<file path="src/hdl/see_consts.vh">
// Functional notes
// - Start bit 1, opcode 11 erase, 10 read, 01 write, 00 uses two address bits.
// - x16 uses 7 address bits, 10 or 26 clocks; x8 uses 8, 11 or 19.
// - Start is the first serial clock rise with select and input both high; the code ignores it while a program cycle is busy.
// - Output goes high impedance whenever device select falls.
// - Erase sets the addressed word to ones; low-voltage start at select fall.
// - Select raised after 250 ns low shows busy low, ready high.
// - After completion, a start bit then select low clears ready status.
// - Erase-all sets whole array to ones, self-timed, no clocks needed.
// - Five-volt variant starts erase and erase-all on a clock edge.
// - Programming disabled after power-up until the enable instruction runs.
// - Programming stays enabled until the disable instruction or power loss.
// - Reads work regardless of the enable latch; host should disable afterwards.
// - Read gives a dummy zero then an 8 or 16 bit word.
// - Read data bits change on rising serial clock edges.
// - Holding select high during read streams consecutive words.
// - Write takes 8 or 16 data bits; low-voltage start at select fall.
// - Five-volt variant starts write and write-all on final data bit edge.
// - Write-all erases then writes the word everywhere, only when enabled; the code writes the word in one pass without erasing.
// - A started program cycle completes without further serial clocks.
// - Select low means standby; a running program cycle still completes.
// - Select low at least 250 ns between instructions; low holds control reset.
// - Bits are sampled and launched on rising serial clock edges.
// - Serial clock may halt at either level anywhere without losing state.
// - Clocks with input low before a start bit change nothing.
// - Exact clock count after start, then inputs ignored until next start.
`ifndef SEE_CONSTS_VH
`define SEE_CONSTS_VH

// Opcodes and the extended sub-codes carried in the top address bits.
`define SEE_OP_EXT      2'h0
`define SEE_OP_WRITE    2'h1
`define SEE_OP_READ     2'h2
`define SEE_OP_ERASE    2'h3
`define SEE_EXT_DIS     2'h0
`define SEE_EXT_WALL    2'h1
`define SEE_EXT_EALL    2'h2
`define SEE_EXT_EN      2'h3

// Word width selection for the WID_MODE parameter.
`define SEE_WID_PIN     2'h0
`define SEE_WID_X8      2'h1
`define SEE_WID_X16     2'h2

// Bit counts after the start bit: last indices (count minus one), then full data lengths.
`define SEE_HDR_LAST_X16  5'h08
`define SEE_HDR_LAST_X8   5'h09
`define SEE_DAT_LAST_X16  5'h0F
`define SEE_DAT_LAST_X8   5'h07
`define SEE_DAT_LEN_X16   5'h10
`define SEE_DAT_LEN_X8    5'h08

// Memory geometry and erased value.
`define SEE_MEM_BYTES   9'h100
`define SEE_ERASED      8'hFF

// Clock counts at 50 ns: 250 ns select low, 6 ms program cycle, 15 ms write-all.
// Sized to their registers so no width is lost where they are used.
`define SEE_TCSL_CYC    3'h5
`define SEE_TWC_CYC     20'h1D4C0
`define SEE_TWL_CYC     20'h493E0

`endif

</file>
<file path="src/hdl/see_sync.v">
`timescale 1ns/1ps
`include "see_consts.vh"

module see_sync #(
    parameter W = 4
) (
    input  wire         clock,
    input  wire         rstn,
    input  wire [W-1:0] d_in,
    output wire [W-1:0] d_out
);

    reg [W-1:0] meta_q;
    reg [W-1:0] sync_q;

    // Two flops per pin; the first stage feeds only the second.
    always @(posedge clock or negedge rstn) begin
        if (!rstn) begin
            meta_q <= {W{1'b0}};
            sync_q <= {W{1'b0}};
        end else begin
            meta_q <= d_in;
            sync_q <= meta_q;
        end
    end

    assign d_out = sync_q;

endmodule

</file>
<file path="src/hdl/see_engine.v">
`timescale 1ns/1ps
`include "see_consts.vh"

module see_engine #(
    parameter [19:0] PROG_CYCLES = `SEE_TWC_CYC,
    parameter [19:0] FILL_CYCLES = `SEE_TWL_CYC,
    parameter [1:0]  WID_MODE    = `SEE_WID_PIN,
    parameter        EARLY_START = 1'b0
) (
    input  wire clock,
    input  wire rstn,
    input  wire device_select,
    input  wire serial_clock,
    input  wire serial_in,
    input  wire width_select_pin,
    output reg  serial_out,
    output reg  serial_out_oe_n
);

    localparam [2:0] ST_IDLE = 3'h0;
    localparam [2:0] ST_HDR  = 3'h1;
    localparam [2:0] ST_DATA = 3'h2;
    localparam [2:0] ST_READ = 3'h3;
    localparam [2:0] ST_DONE = 3'h4;
    localparam [2:0] TCSL    = `SEE_TCSL_CYC;

    ////////////////////////////////////////////////////////////////////////////
    // Pin synchronisation and edge finding.
    ////////////////////////////////////////////////////////////////////////////

    wire [3:0] sync_w;
    wire       cs_s;
    wire       sk_s;
    wire       si_s;
    wire       ws_s;
    reg        cs_q;
    reg        sk_q;

    see_sync #(
        .W (4)
    ) u_sync (
        .clock (clock),
        .rstn  (rstn),
        .d_in  ({device_select, serial_clock, serial_in, width_select_pin}),
        .d_out (sync_w)
    );

    assign cs_s  = sync_w[3];
    assign sk_s  = sync_w[2];
    assign si_s  = sync_w[1];
    assign ws_s  = sync_w[0];

    // Previous levels; the serial clock is only ever edge-detected, so a halt is harmless.
    always @(posedge clock or negedge rstn) begin
        if (!rstn) begin
            cs_q <= 1'b0;
            sk_q <= 1'b0;
        end else begin
            cs_q <= cs_s;
            sk_q <= sk_s;
        end
    end

    wire sk_rise = sk_s & ~sk_q;
    wire cs_fall = ~cs_s & cs_q;
    wire cs_rise = cs_s & ~cs_q;

    ////////////////////////////////////////////////////////////////////////////
    // Shared state and decode.
    ////////////////////////////////////////////////////////////////////////////

    reg  [7:0]  mem [0:255];
    reg  [2:0]  state_q;
    reg  [4:0]  cnt_q;
    reg  [9:0]  sh_q;
    reg  [1:0]  op_q;
    reg  [1:0]  ext_q;
    reg  [7:0]  addr_q;
    reg  [15:0] data_q;
    reg         wide_q;
    reg         en_q;
    reg         pend_q;
    reg         go_q;
    reg         stat_q;
    reg         clr_arm_q;
    reg         rdy_clr_q;
    reg  [15:0] rd_sh_q;
    reg  [4:0]  rd_cnt_q;
    reg  [2:0]  cslow_q;
    reg         busy_q;
    reg         rdy_q;
    reg  [19:0] timer_q;
    reg  [8:0]  sweep_q;
    reg  [1:0]  p_op_q;
    reg  [1:0]  p_ext_q;
    reg  [7:0]  p_addr_q;
    reg  [15:0] p_data_q;
    reg         p_wide_q;

    // Byte index of one half of a word; x8 words are single bytes.
    function [7:0] byte_idx;
        input       wide;
        input [7:0] a;
        input       lo;
        begin
            byte_idx = wide ? {a[6:0], lo} : a;
        end
    endfunction

    wire        wide_now = (WID_MODE == `SEE_WID_X16) |
                           ((WID_MODE == `SEE_WID_PIN) & ws_s);
    wire [9:0]  hbits    = {sh_q[8:0], si_s};
    wire [1:0]  h_op     = wide_q ? hbits[8:7] : hbits[9:8];
    wire [1:0]  h_ext    = wide_q ? hbits[6:5] : hbits[7:6];
    wire [7:0]  h_addr   = wide_q ? {1'b0, hbits[6:0]} : hbits[7:0];
    wire [4:0]  hdr_last = wide_q ? `SEE_HDR_LAST_X16 : `SEE_HDR_LAST_X8;
    wire [4:0]  dat_last = wide_q ? `SEE_DAT_LAST_X16 : `SEE_DAT_LAST_X8;
    wire [4:0]  dat_len  = wide_q ? `SEE_DAT_LEN_X16 : `SEE_DAT_LEN_X8;
    wire [15:0] rd_word  = wide_q ?
                           {mem[byte_idx(1'b1, addr_q, 1'b0)], mem[byte_idx(1'b1, addr_q, 1'b1)]} :
                           {mem[addr_q], 8'h00};
    wire        hdr_done = (state_q == ST_HDR) & sk_rise & (cnt_q == hdr_last);
    wire        dat_done = (state_q == ST_DATA) & sk_rise & (cnt_q == dat_last);

    ////////////////////////////////////////////////////////////////////////////
    // Select low time, measured so status is shown only after a proper gap.
    ////////////////////////////////////////////////////////////////////////////

    always @(posedge clock or negedge rstn) begin
        if (!rstn) begin
            cslow_q <= 3'h0;
        end else if (cs_s) begin
            cslow_q <= 3'h0;
        end else if (cslow_q != TCSL) begin
            cslow_q <= cslow_q + 3'h1;
        end
    end

    ////////////////////////////////////////////////////////////////////////////
    // Instruction sequencer. Select low clears it; the enable latch survives.
    ////////////////////////////////////////////////////////////////////////////

    always @(posedge clock or negedge rstn) begin
        if (!rstn) begin
            state_q         <= ST_IDLE;
            cnt_q           <= 5'h00;
            sh_q            <= 10'h000;
            op_q            <= `SEE_OP_EXT;
            ext_q           <= `SEE_EXT_DIS;
            addr_q          <= 8'h00;
            data_q          <= 16'h0000;
            wide_q          <= 1'b0;
            en_q            <= 1'b0;
            pend_q          <= 1'b0;
            go_q            <= 1'b0;
            stat_q          <= 1'b0;
            clr_arm_q       <= 1'b0;
            rdy_clr_q       <= 1'b0;
            rd_sh_q         <= 16'h0000;
            rd_cnt_q        <= 5'h00;
            serial_out      <= 1'b0;
            serial_out_oe_n <= 1'b1;
        end else begin
            go_q      <= 1'b0;
            rdy_clr_q <= 1'b0;
            if (!cs_s) begin
                // Standby: control reset, output released, unfinished work dropped.
                state_q         <= ST_IDLE;
                cnt_q           <= 5'h00;
                stat_q          <= 1'b0;
                serial_out_oe_n <= 1'b1;
                clr_arm_q       <= 1'b0;
                pend_q          <= 1'b0;
                if (cs_fall && pend_q) begin
                    go_q <= 1'b1;
                end
                if (cs_fall && clr_arm_q) begin
                    rdy_clr_q <= 1'b1;
                end
            end else begin
                if (cs_rise && (cslow_q == TCSL) && (busy_q || rdy_q)) begin
                    stat_q          <= 1'b1;
                    serial_out_oe_n <= 1'b0;
                    serial_out      <= ~busy_q;
                end else if (stat_q && (state_q != ST_READ)) begin
                    serial_out <= ~busy_q;
                end
                case (state_q)
                    ST_IDLE: begin
                        // Start bits are ignored until the running cycle ends.
                        if (sk_rise && si_s && !busy_q) begin
                            state_q   <= ST_HDR;
                            cnt_q     <= 5'h00;
                            wide_q    <= wide_now;
                            clr_arm_q <= rdy_q;
                        end
                    end
                    ST_HDR: begin
                        if (sk_rise) begin
                            sh_q  <= hbits;
                            cnt_q <= cnt_q + 5'h01;
                        end
                        if (hdr_done) begin
                            op_q   <= h_op;
                            ext_q  <= h_ext;
                            addr_q <= h_addr;
                            cnt_q  <= 5'h00;
                            state_q <= ST_DONE;
                            case (h_op)
                                `SEE_OP_READ: begin
                                    state_q         <= ST_READ;
                                    stat_q          <= 1'b0;
                                    serial_out      <= 1'b0;
                                    serial_out_oe_n <= 1'b0;
                                    rd_cnt_q        <= 5'h00;
                                end
                                `SEE_OP_WRITE: begin
                                    state_q <= ST_DATA;
                                end
                                `SEE_OP_ERASE: begin
                                    if (en_q) begin
                                        go_q   <= EARLY_START;
                                        pend_q <= ~EARLY_START;
                                    end
                                end
                                default: begin
                                    case (h_ext)
                                        `SEE_EXT_EN:   en_q <= 1'b1;
                                        `SEE_EXT_DIS:  en_q <= 1'b0;
                                        `SEE_EXT_WALL: state_q <= ST_DATA;
                                        default: begin
                                            if (en_q) begin
                                                go_q   <= EARLY_START;
                                                pend_q <= ~EARLY_START;
                                            end
                                        end
                                    endcase
                                end
                            endcase
                        end
                    end
                    ST_DATA: begin
                        if (sk_rise) begin
                            data_q <= {data_q[14:0], si_s};
                            cnt_q  <= cnt_q + 5'h01;
                        end
                        if (dat_done) begin
                            state_q <= ST_DONE;
                            if (en_q) begin
                                go_q   <= EARLY_START;
                                pend_q <= ~EARLY_START;
                            end
                        end
                    end
                    ST_READ: begin
                        if (sk_rise) begin
                            if (rd_cnt_q == 5'h00) begin
                                serial_out <= rd_word[15];
                                rd_sh_q    <= {rd_word[14:0], 1'b0};
                                rd_cnt_q   <= dat_len - 5'h01;
                                if (!wide_q && (dat_len == 5'h01)) begin
                                    addr_q <= addr_q + 8'h01;
                                end
                            end else begin
                                serial_out <= rd_sh_q[15];
                                rd_sh_q    <= {rd_sh_q[14:0], 1'b0};
                                rd_cnt_q   <= rd_cnt_q - 5'h01;
                                if (rd_cnt_q == 5'h01) begin
                                    // Word finished; the next edge fetches the following one.
                                    addr_q <= wide_q ? {1'b0, addr_q[6:0] + 7'h01} :
                                              addr_q + 8'h01;
                                end
                            end
                        end
                    end
                    ST_DONE: begin
                        // Further clocks are ignored until select drops.
                        state_q <= ST_DONE;
                    end
                    default: begin
                        state_q <= ST_IDLE;
                    end
                endcase
            end
        end
    end

    ////////////////////////////////////////////////////////////////////////////
    // Self-timed program engine. Runs on the system clock alone.
    ////////////////////////////////////////////////////////////////////////////

    wire p_all   = (p_op_q == `SEE_OP_EXT);
    wire p_fill  = (p_op_q == `SEE_OP_ERASE) |
                   (p_all & (p_ext_q == `SEE_EXT_EALL));
    wire p_hit   = p_all |
                   (sweep_q[7:0] == byte_idx(p_wide_q, p_addr_q, 1'b0)) |
                   (sweep_q[7:0] == byte_idx(p_wide_q, p_addr_q, 1'b1));
    wire [7:0] p_byte = p_fill ? `SEE_ERASED :
                        (p_wide_q & ~sweep_q[0]) ? p_data_q[15:8] : p_data_q[7:0];

    // The sweep covers every byte early in the cycle; the timer sets the length.
    always @(posedge clock or negedge rstn) begin
        if (!rstn) begin
            busy_q   <= 1'b0;
            rdy_q    <= 1'b0;
            timer_q  <= 20'h00000;
            sweep_q  <= `SEE_MEM_BYTES;
            p_op_q   <= `SEE_OP_EXT;
            p_ext_q  <= `SEE_EXT_DIS;
            p_addr_q <= 8'h00;
            p_data_q <= 16'h0000;
            p_wide_q <= 1'b0;
        end else begin
            if (go_q && !busy_q) begin
                busy_q   <= 1'b1;
                timer_q  <= ((op_q == `SEE_OP_EXT) && (ext_q == `SEE_EXT_WALL)) ?
                            FILL_CYCLES : PROG_CYCLES;
                sweep_q  <= 9'h000;
                p_op_q   <= op_q;
                p_ext_q  <= ext_q;
                p_addr_q <= addr_q;
                p_data_q <= data_q;
                p_wide_q <= wide_q;
            end else if (busy_q) begin
                timer_q <= timer_q - 20'h00001;
                if (timer_q == 20'h00001) begin
                    busy_q <= 1'b0;
                end
                if (sweep_q != `SEE_MEM_BYTES) begin
                    sweep_q <= sweep_q + 9'h001;
                end
            end
            // A cycle starting in the clearing cycle keeps its ready flag.
            if (go_q) begin
                rdy_q <= 1'b1;
            end else if (rdy_clr_q && !busy_q) begin
                rdy_q <= 1'b0;
            end
        end
    end

    // Array writes; the array itself has no reset, like real cells.
    always @(posedge clock) begin
        if (busy_q && (sweep_q != `SEE_MEM_BYTES) && p_hit) begin
            mem[sweep_q[7:0]] <= p_byte;
        end
    end

endmodule

</file>
<file path="config.mk">
export PLATFORM = sky130hd
export DESIGN_NAME = see_engine
export DESIGN_NICKNAME = d
export VERILOG_FILES = /design/src/hdl/see_sync.v /design/src/hdl/see_engine.v
export VERILOG_INCLUDE_DIRS = /design/src /design/src/hdl
export SDC_FILE = /design/constraint.sdc
export NUM_CORES = 2
export LEC_CHECK = 0
export BUFFER_PORTS_ARGS = -buffer_cell sky130_fd_sc_hd__clkbuf_2
export CAP_MARGIN = 15
export CELL_PAD_IN_SITES_DETAIL_PLACEMENT = 2
export CELL_PAD_IN_SITES_GLOBAL_PLACEMENT = 2
export CORE_UTILIZATION = 33
export DETAILED_ROUTE_END_ITERATION = 12
export PLACE_DENSITY_LB_ADDON = 0.1
export SYNTH_ARGS = -nofsm -noshare
export SYNTH_HDL_FRONTEND = slang
export SYNTH_HIERARCHICAL = 1
export SYNTH_SLANG_ARGS = --single-unit
</file>
<file path="constraint.sdc">
create_clock -name clock -period 6.2 [get_ports clock]
set_clock_uncertainty 0.1 [all_clocks]
set_input_delay 0.93 -clock clock [delete_from_list [all_inputs] [get_ports clock]]
set_output_delay 0.93 -clock clock [all_outputs]
set_load 0.01 [all_outputs]
</file>
======== After elaboration in Yosys (flattened, before gate mapping) ========
Memory sizes are Yosys's and may differ from the RTL's.
Cells that the tools add are included.
storage, ports and cells
  bits in registers ....................... 148
  RAM bits ................................ 2,048
  bits of input ports ..................... 6
  output and inout port bits .............. 2
  memories kept ........................... 1
memory list
  name  depth  bits a word  rd ports  clocked after Yosys merged registers in  write ports  line             source
  mem   256    8            3         0                                        1            see_engine.v:72  reg [7:0] mem [0:255];
cells by class
  $add $sub $neg .......................... 8
  equality and inequality tests ........... 38
  muxes and demuxes ....................... 83
  bitwise gates (word level) .............. 18
  reduce and logical (&&, ||, !) cells .... 43
operator list
  operator                 number
  $mux W8                  11
  $mux W5                  9
  $mux W20                 2
  $mux W1                  36
  $mux W16                 2
  $mux W9                  3
  $ne A3 B3 Y1 const B     8
  $mux W3                  7
  $eq A20 B1 Y1 const B    1
  $sub A20 B1 Y20 const B  1
  $mux W19                 1
  $eq A8 B8 Y1             2
  $pmux W8 S2              1
  $pmux W3 S5              1
  $pmux W5 S3              1
  $reduce_and A3 Y1        5
  $reduce_and A5 Y1        3
  $logic_and A1 B1 Y1      13
  $reduce_bool A2 Y1       6
  $eq A2 B2 Y1 const B     5
  $eq A5 B1 Y1 const B     2
  $eq A5 B4 Y1             2
  $ne A2 B2 Y1 const B     5
  $pmux W5 S2              1
  other kinds (31)         62

======== Longest topological paths before layout ========
  depth in word-level cells ............... 9
  depth in mapped cells ................... 14
  gate-level depth less buffers ........... 9

======== Hierarchy ========
Netlist, hierarchy kept.
by module, submodules not included
  module      times used  cells an instance  area an instance (µm²)  sequential area each (µm²)
  see_engine  1           6,034              103,493.0               64,979.8
  see_sync    1           8                  200.2                   200.2

======== Least setup slack after synthesis ========
No wires, ideal clock.
  path type ............................... register to register
  from .................................... reg p_wide_q
  to ...................................... mem mem[0][0] (data pin)
  setup time .............................. 1,509 ps
  arrival ................................. 4,050 ps
  required time ........................... 4,591 ps
  setup slack ............................. 541 ps
  stages on the path, launching flop included .. 6
  path buffers ............................ 2
  period minus slack after synthesis ...... 5,659 ps
  cells stage by stage .................... dfrtp_1 buf_2 nor2b_1 clkbuf_1 nand2_1 nand3_1
on the way
  word-level cells in the longest chain between the ends .. 3
ends and longest elaborated chain
  element                 line              source
  start, declared         see_engine.v:98   reg p_wide_q;
  start signal, assigned  see_engine.v:323  p_wide_q <= wide_q;
  $and A1 B1 Y1           see_engine.v:299  (p_wide_q & ~sweep_q[0]) ? p_data_q[15:8] : p_data_q[7:0];
  $mux W8                 see_engine.v:299
  $mux W8                 see_engine.v:298  wire [7:0] p_byte = p_fill ? `SEE_ERASED :
  net p_byte[0]           see_engine.v:298
  end, declared           see_engine.v:72
The timed path passes the listed nets, and every way through them passes these cells.

======== Worst setup path after layout ========
  from .................................... reg addr_q[0]
  to ...................................... reg rd_sh_q[12]
on the way
  word-level cells in the longest chain between the ends .. 3
ends and longest elaborated chain
  element                 line              source
  start, declared         see_engine.v:78   reg [7:0] addr_q;
  start signal, assigned  see_engine.v:206  addr_q <= h_addr;
  start signal, assigned  see_engine.v:262  addr_q <= addr_q + 8'h01;
  start signal, assigned  see_engine.v:270  addr_q <= wide_q ? {1'b0, addr_q[6:0] + 7'h01} :
  $mem_v2 Z256 W8         --
  $mux W16                see_engine.v:119  wire [15:0] rd_word = wide_q ?
  $mux W16                see_engine.v:257  if (rd_cnt_q == 5'h00) begin
  end signal, assigned    see_engine.v:259  rd_sh_q <= {rd_word[14:0], 1'b0};
  end signal, assigned    see_engine.v:266  rd_sh_q <= {rd_sh_q[14:0], 1'b0};
  end, declared           see_engine.v:87   reg [15:0] rd_sh_q;
No other way between the ends.
A chain may end at the register's enable or synchronous reset.

==> metrics.cfg <==
[run_status]
outcome = finished with violations
failed_checks = max-slew violations

[route]
drt_iter0_markers = 7671
mean_routed_wirelength_per_cell_um = 41.4
drc = 0
totalWireLength_um = 436000
vias = 64800
ant_nets = 0
vias_per_cell = 6.14
detail_route.first_pass.iterations = 5

[placed_design]
place_inst = 10000
place_congestion = 0.904
dp_hpwl_um = 296000
placement.io_buffers = 7
placed_cell_area_um2 = 110000

[clock_network]
cts.sinks = 2195
cts_made_buffers = 269
clk_root_buffer_cell = clkbuf_16
cts_setup_buffers = 0
postCtsResizedCells = 0
worstSkewPairLatency_ns = 0.96
tritoncts = yes
clk_path_buf_depth = 4
cts.htree.levels = 5
path_clk_slew_ns = 0.06

[pwr]
switching_share = 0.221
leakage_nw = 31.4
pwr-share-seq = 0.495
switching_power_total_mw = 7.17
intPower_mw = 25.3
comb_power_share = 0.014
overall_power_mw = 32.5
clock_power_share = 0.491
power.density_nw_per_um2 = 274
vdd_drop_max_uv = 222

[synthesis]
yosys.area.top_type = edfxtp_1
syn-cell-area_um2 = 104000
seq_area_frac_synth = 0.629
synth_warnings = 6
ys_async_sr_fraction = 0.0670
ys_seq_elements = 2195
post_synth_edffs = 2048
synthCells = 6042
synth.distinct_cells = 75
postSynth.topFlopCell = edfxtp_1
syn-num-nets = 6067
synthTopCellsByArea = edfxtp_1 (59%), mux4_2 (18%), mux2i_1 (5.5%)
netlist.area_leader.share = 0.593
synth.avg_cell_area_um2 = 17.2

[timing]
final.period_utilization = 0.811
number_of_max_slew_violations_in_the_final_report = 55
tmin_final_ns = 5.03
timing.final.hold_violations = 0
fin_tns_setup_ns = 0
grt_setup_unrepaired = no
worst_pin_slew_ns = 1.62
final_setup_viols = 0
fmax_mhz = 199
timing.slew.headroom = -0.0770

[floorplanning]
core_region_area_um2 = 312000
io-pin-count = 8
rows = 205
die_height_um = 563
die_area_um2 = 316000
initial_util = 0.332
die_width_um = 563

[finish]
number_of_nets_in_the_layout = 6206
postLayoutCellArea_um2 = 118000
layout-area-overhead-vs-synth_pct = 14.2
layout.cells.non_filler = 10500
final_layout_size_suffix_gt1_frac = 0.258

[grt]
met1_capacity_usage_during_global_routing = 0.381
grt_max_degree = 177
grt_pass1_vias = 67100
globalRoute.busiestLayer = met2
track_usage = 0.273
global_route.usage.met3 = 0.0331
grt_remaining_overflow = 0
grt_antenna_before_repair = 40
grt_use_met2 = 0.439
grt_first_pass_wirelength_um = 594000

[worst_setup_path]
crit_required_ns = 6.94
slowest_delay_ns = 1.14
worst-path-max-fanout = 38
cp-startpoint = addr_q[0]
rr_endpoint = rd_sh_q[12]
crit_path_depth = 7
reg2reg_setup_slack_ns = 1.17
beginning_of_the_worst_register_to_register_path = addr_q[0]
timing_worst_setup_path_type = flip-flop to flip-flop
cp.arrival_ns = 5.77
timing.critical_path.cells = nand2_1 > o221ai_1 > nor3_1 > o32ai_1 > a41oi_1 > a2111oi_0 > o32a_1
endpoint_kind = flip-flop
critPathLaunchType = flip-flop
path_buf_inv = 0
critical-path-top-delay-family = compound AO/OA/AOI/OAI gates
critical_path.slowest_cell = dfrtp_4
crit_path_end = rd_sh_q[12]
worst-r2r-cell-count = 7

[job]
drv.max_cap_violation_count = 0

[min_path]
min_path_type = flip-flop to flip-flop

-- layer usage --
metal,vias up,wire (um),part of all wire
li1,25600,-,-
met1,36100,187000,0.43
met2,2424,206000,0.47
met3,568,26300,0.060
met4,14,16800,0.038
met5,-,86,0.00020
-- cell usage after synthesis, drive strengths merged, types with 18 or more instances --
master / n
a211oi: 43
a21oi: 155
and2: 18
buf: 279
clkbuf: 209
dfrtp: 145
edfxtp: 2048
ha: 19
inv: 26
mux2: 39
mux2i: 569
mux4: 821
nand2: 215
nand2b: 21
nand3: 43
nand4: 19
nor2: 425
nor2b: 18
nor3: 96
nor4: 32
o21ai: 112
o221ai: 222
o22ai: 209
o31ai: 18
-- timing repair --
action | CTS | global route
setup endpoints to repair | 0 | 0
endpoints found under the hold margin | 67 | 0
hold buffers | 5 | 0
-- state kept, by name, summed over array words and instances (netlist names), 5 cells and up --
signal    cells
rd_sh_q      15
addr_q        8
cnt_q         5
timer_q      20
sweep_q       9
sh_q          9
p_data_q     16
rd_cnt_q      5
p_addr_q      8
mem        2048
data_q       16
-- worst reg2reg max path: cells and delay by family, from the launching register on --
| family | cells | cell delay, ns |
|---|---|---|
| DFF | 1 | 1.14 |
| AOI/OAI and AO/OA | 5 | 2.84 |
| and+or+nand+nor | 2 | 0.89 |
-- final cells by class --
type,count,area (um^2)
fill,30000,194000
sequential,2195,65200
multi-input combinational,3332,35900
clock buffer,328,7090
tap,4140,5180
timing repair buffer,356,3270
clock inverter,150,1620
inverter,27,114
antenna,10,25.0
-- cells in the final DEF (no fill, tap or decap), types with 95 or more instances in the layout --
cell type	n
edfxtp_1	2048
mux4_2	821
o22ai_1	209
o21ai_0	111
nand2_1	200
buf_4	287
nor2_1	421
o221ai_1	222
a21oi_1	154
mux2i_1	569
clkbuf_16	273
nor3_1	95
dfrtp_1	138
-- power by group through the flow --
| stage | Sequential [mW] | Combinational (mW) | Clock (mW) |
|---|---|---|---|
| 6_report | 16.1 | 0.455 | 15.9 |
| 5_1_grt | 16.1 | 0.465 | 16.7 |
| 4_1_cts | 16.1 | 0.446 | 16.2 |
| 3_5_place_dp | 16.4 | 0.441 | 0 |
| 3_3_place_gp | 16.4 | 0.439 | 0 |
| 2_1_floorplan | 16.3 | 0.207 | 0 |
-- worst min-delay path by stage --
stage / startpoint / to / slack [ns] / cells past startpoint
after global placement: u_sync/meta_q[3] / u_sync/d_out[3] / 0.24 / 0
after detailed placement: u_sync/meta_q[0] / u_sync/d_out[0] / 0.24 / 0
final: u_sync/meta_q[3] / u_sync/d_out[3] / 0.25 / 0
after global routing: u_sync/meta_q[2] / u_sync/d_out[2] / 0.27 / 0
after floorplan: u_sync/meta_q[0] / u_sync/d_out[0] / 0.23 / 0
after CTS: u_sync/meta_q[3] / u_sync/d_out[3] / 0.25 / 0
-- metrics by stage --
step | worst slack [ns] | util | hold WS, ns
2_1_floorplan | 0.541 | - | 0.231
3_3_place_gp | 0.854 | 0.351 | 0.240
3_5_place_dp | 1.36 | 0.351 | 0.238
4_1_cts | 1.36 | 0.379 | 0.254
5_1_grt | 1.18 | 0.379 | 0.273
6_report | 1.17 | 0.379 | 0.250
-- kinds of logic after synthesis --
kind of cell,count (synthesis),share of synthesized area
flops,2195,0.629
mux,1429,0.237
simple gates,961,0.0417
compound gates,898,0.0600
buf+inv,515,0.0279
xor+xnor,25,0.00211
fa+ha+maj,19,0.00229
(Power assumes the default switching activity.)
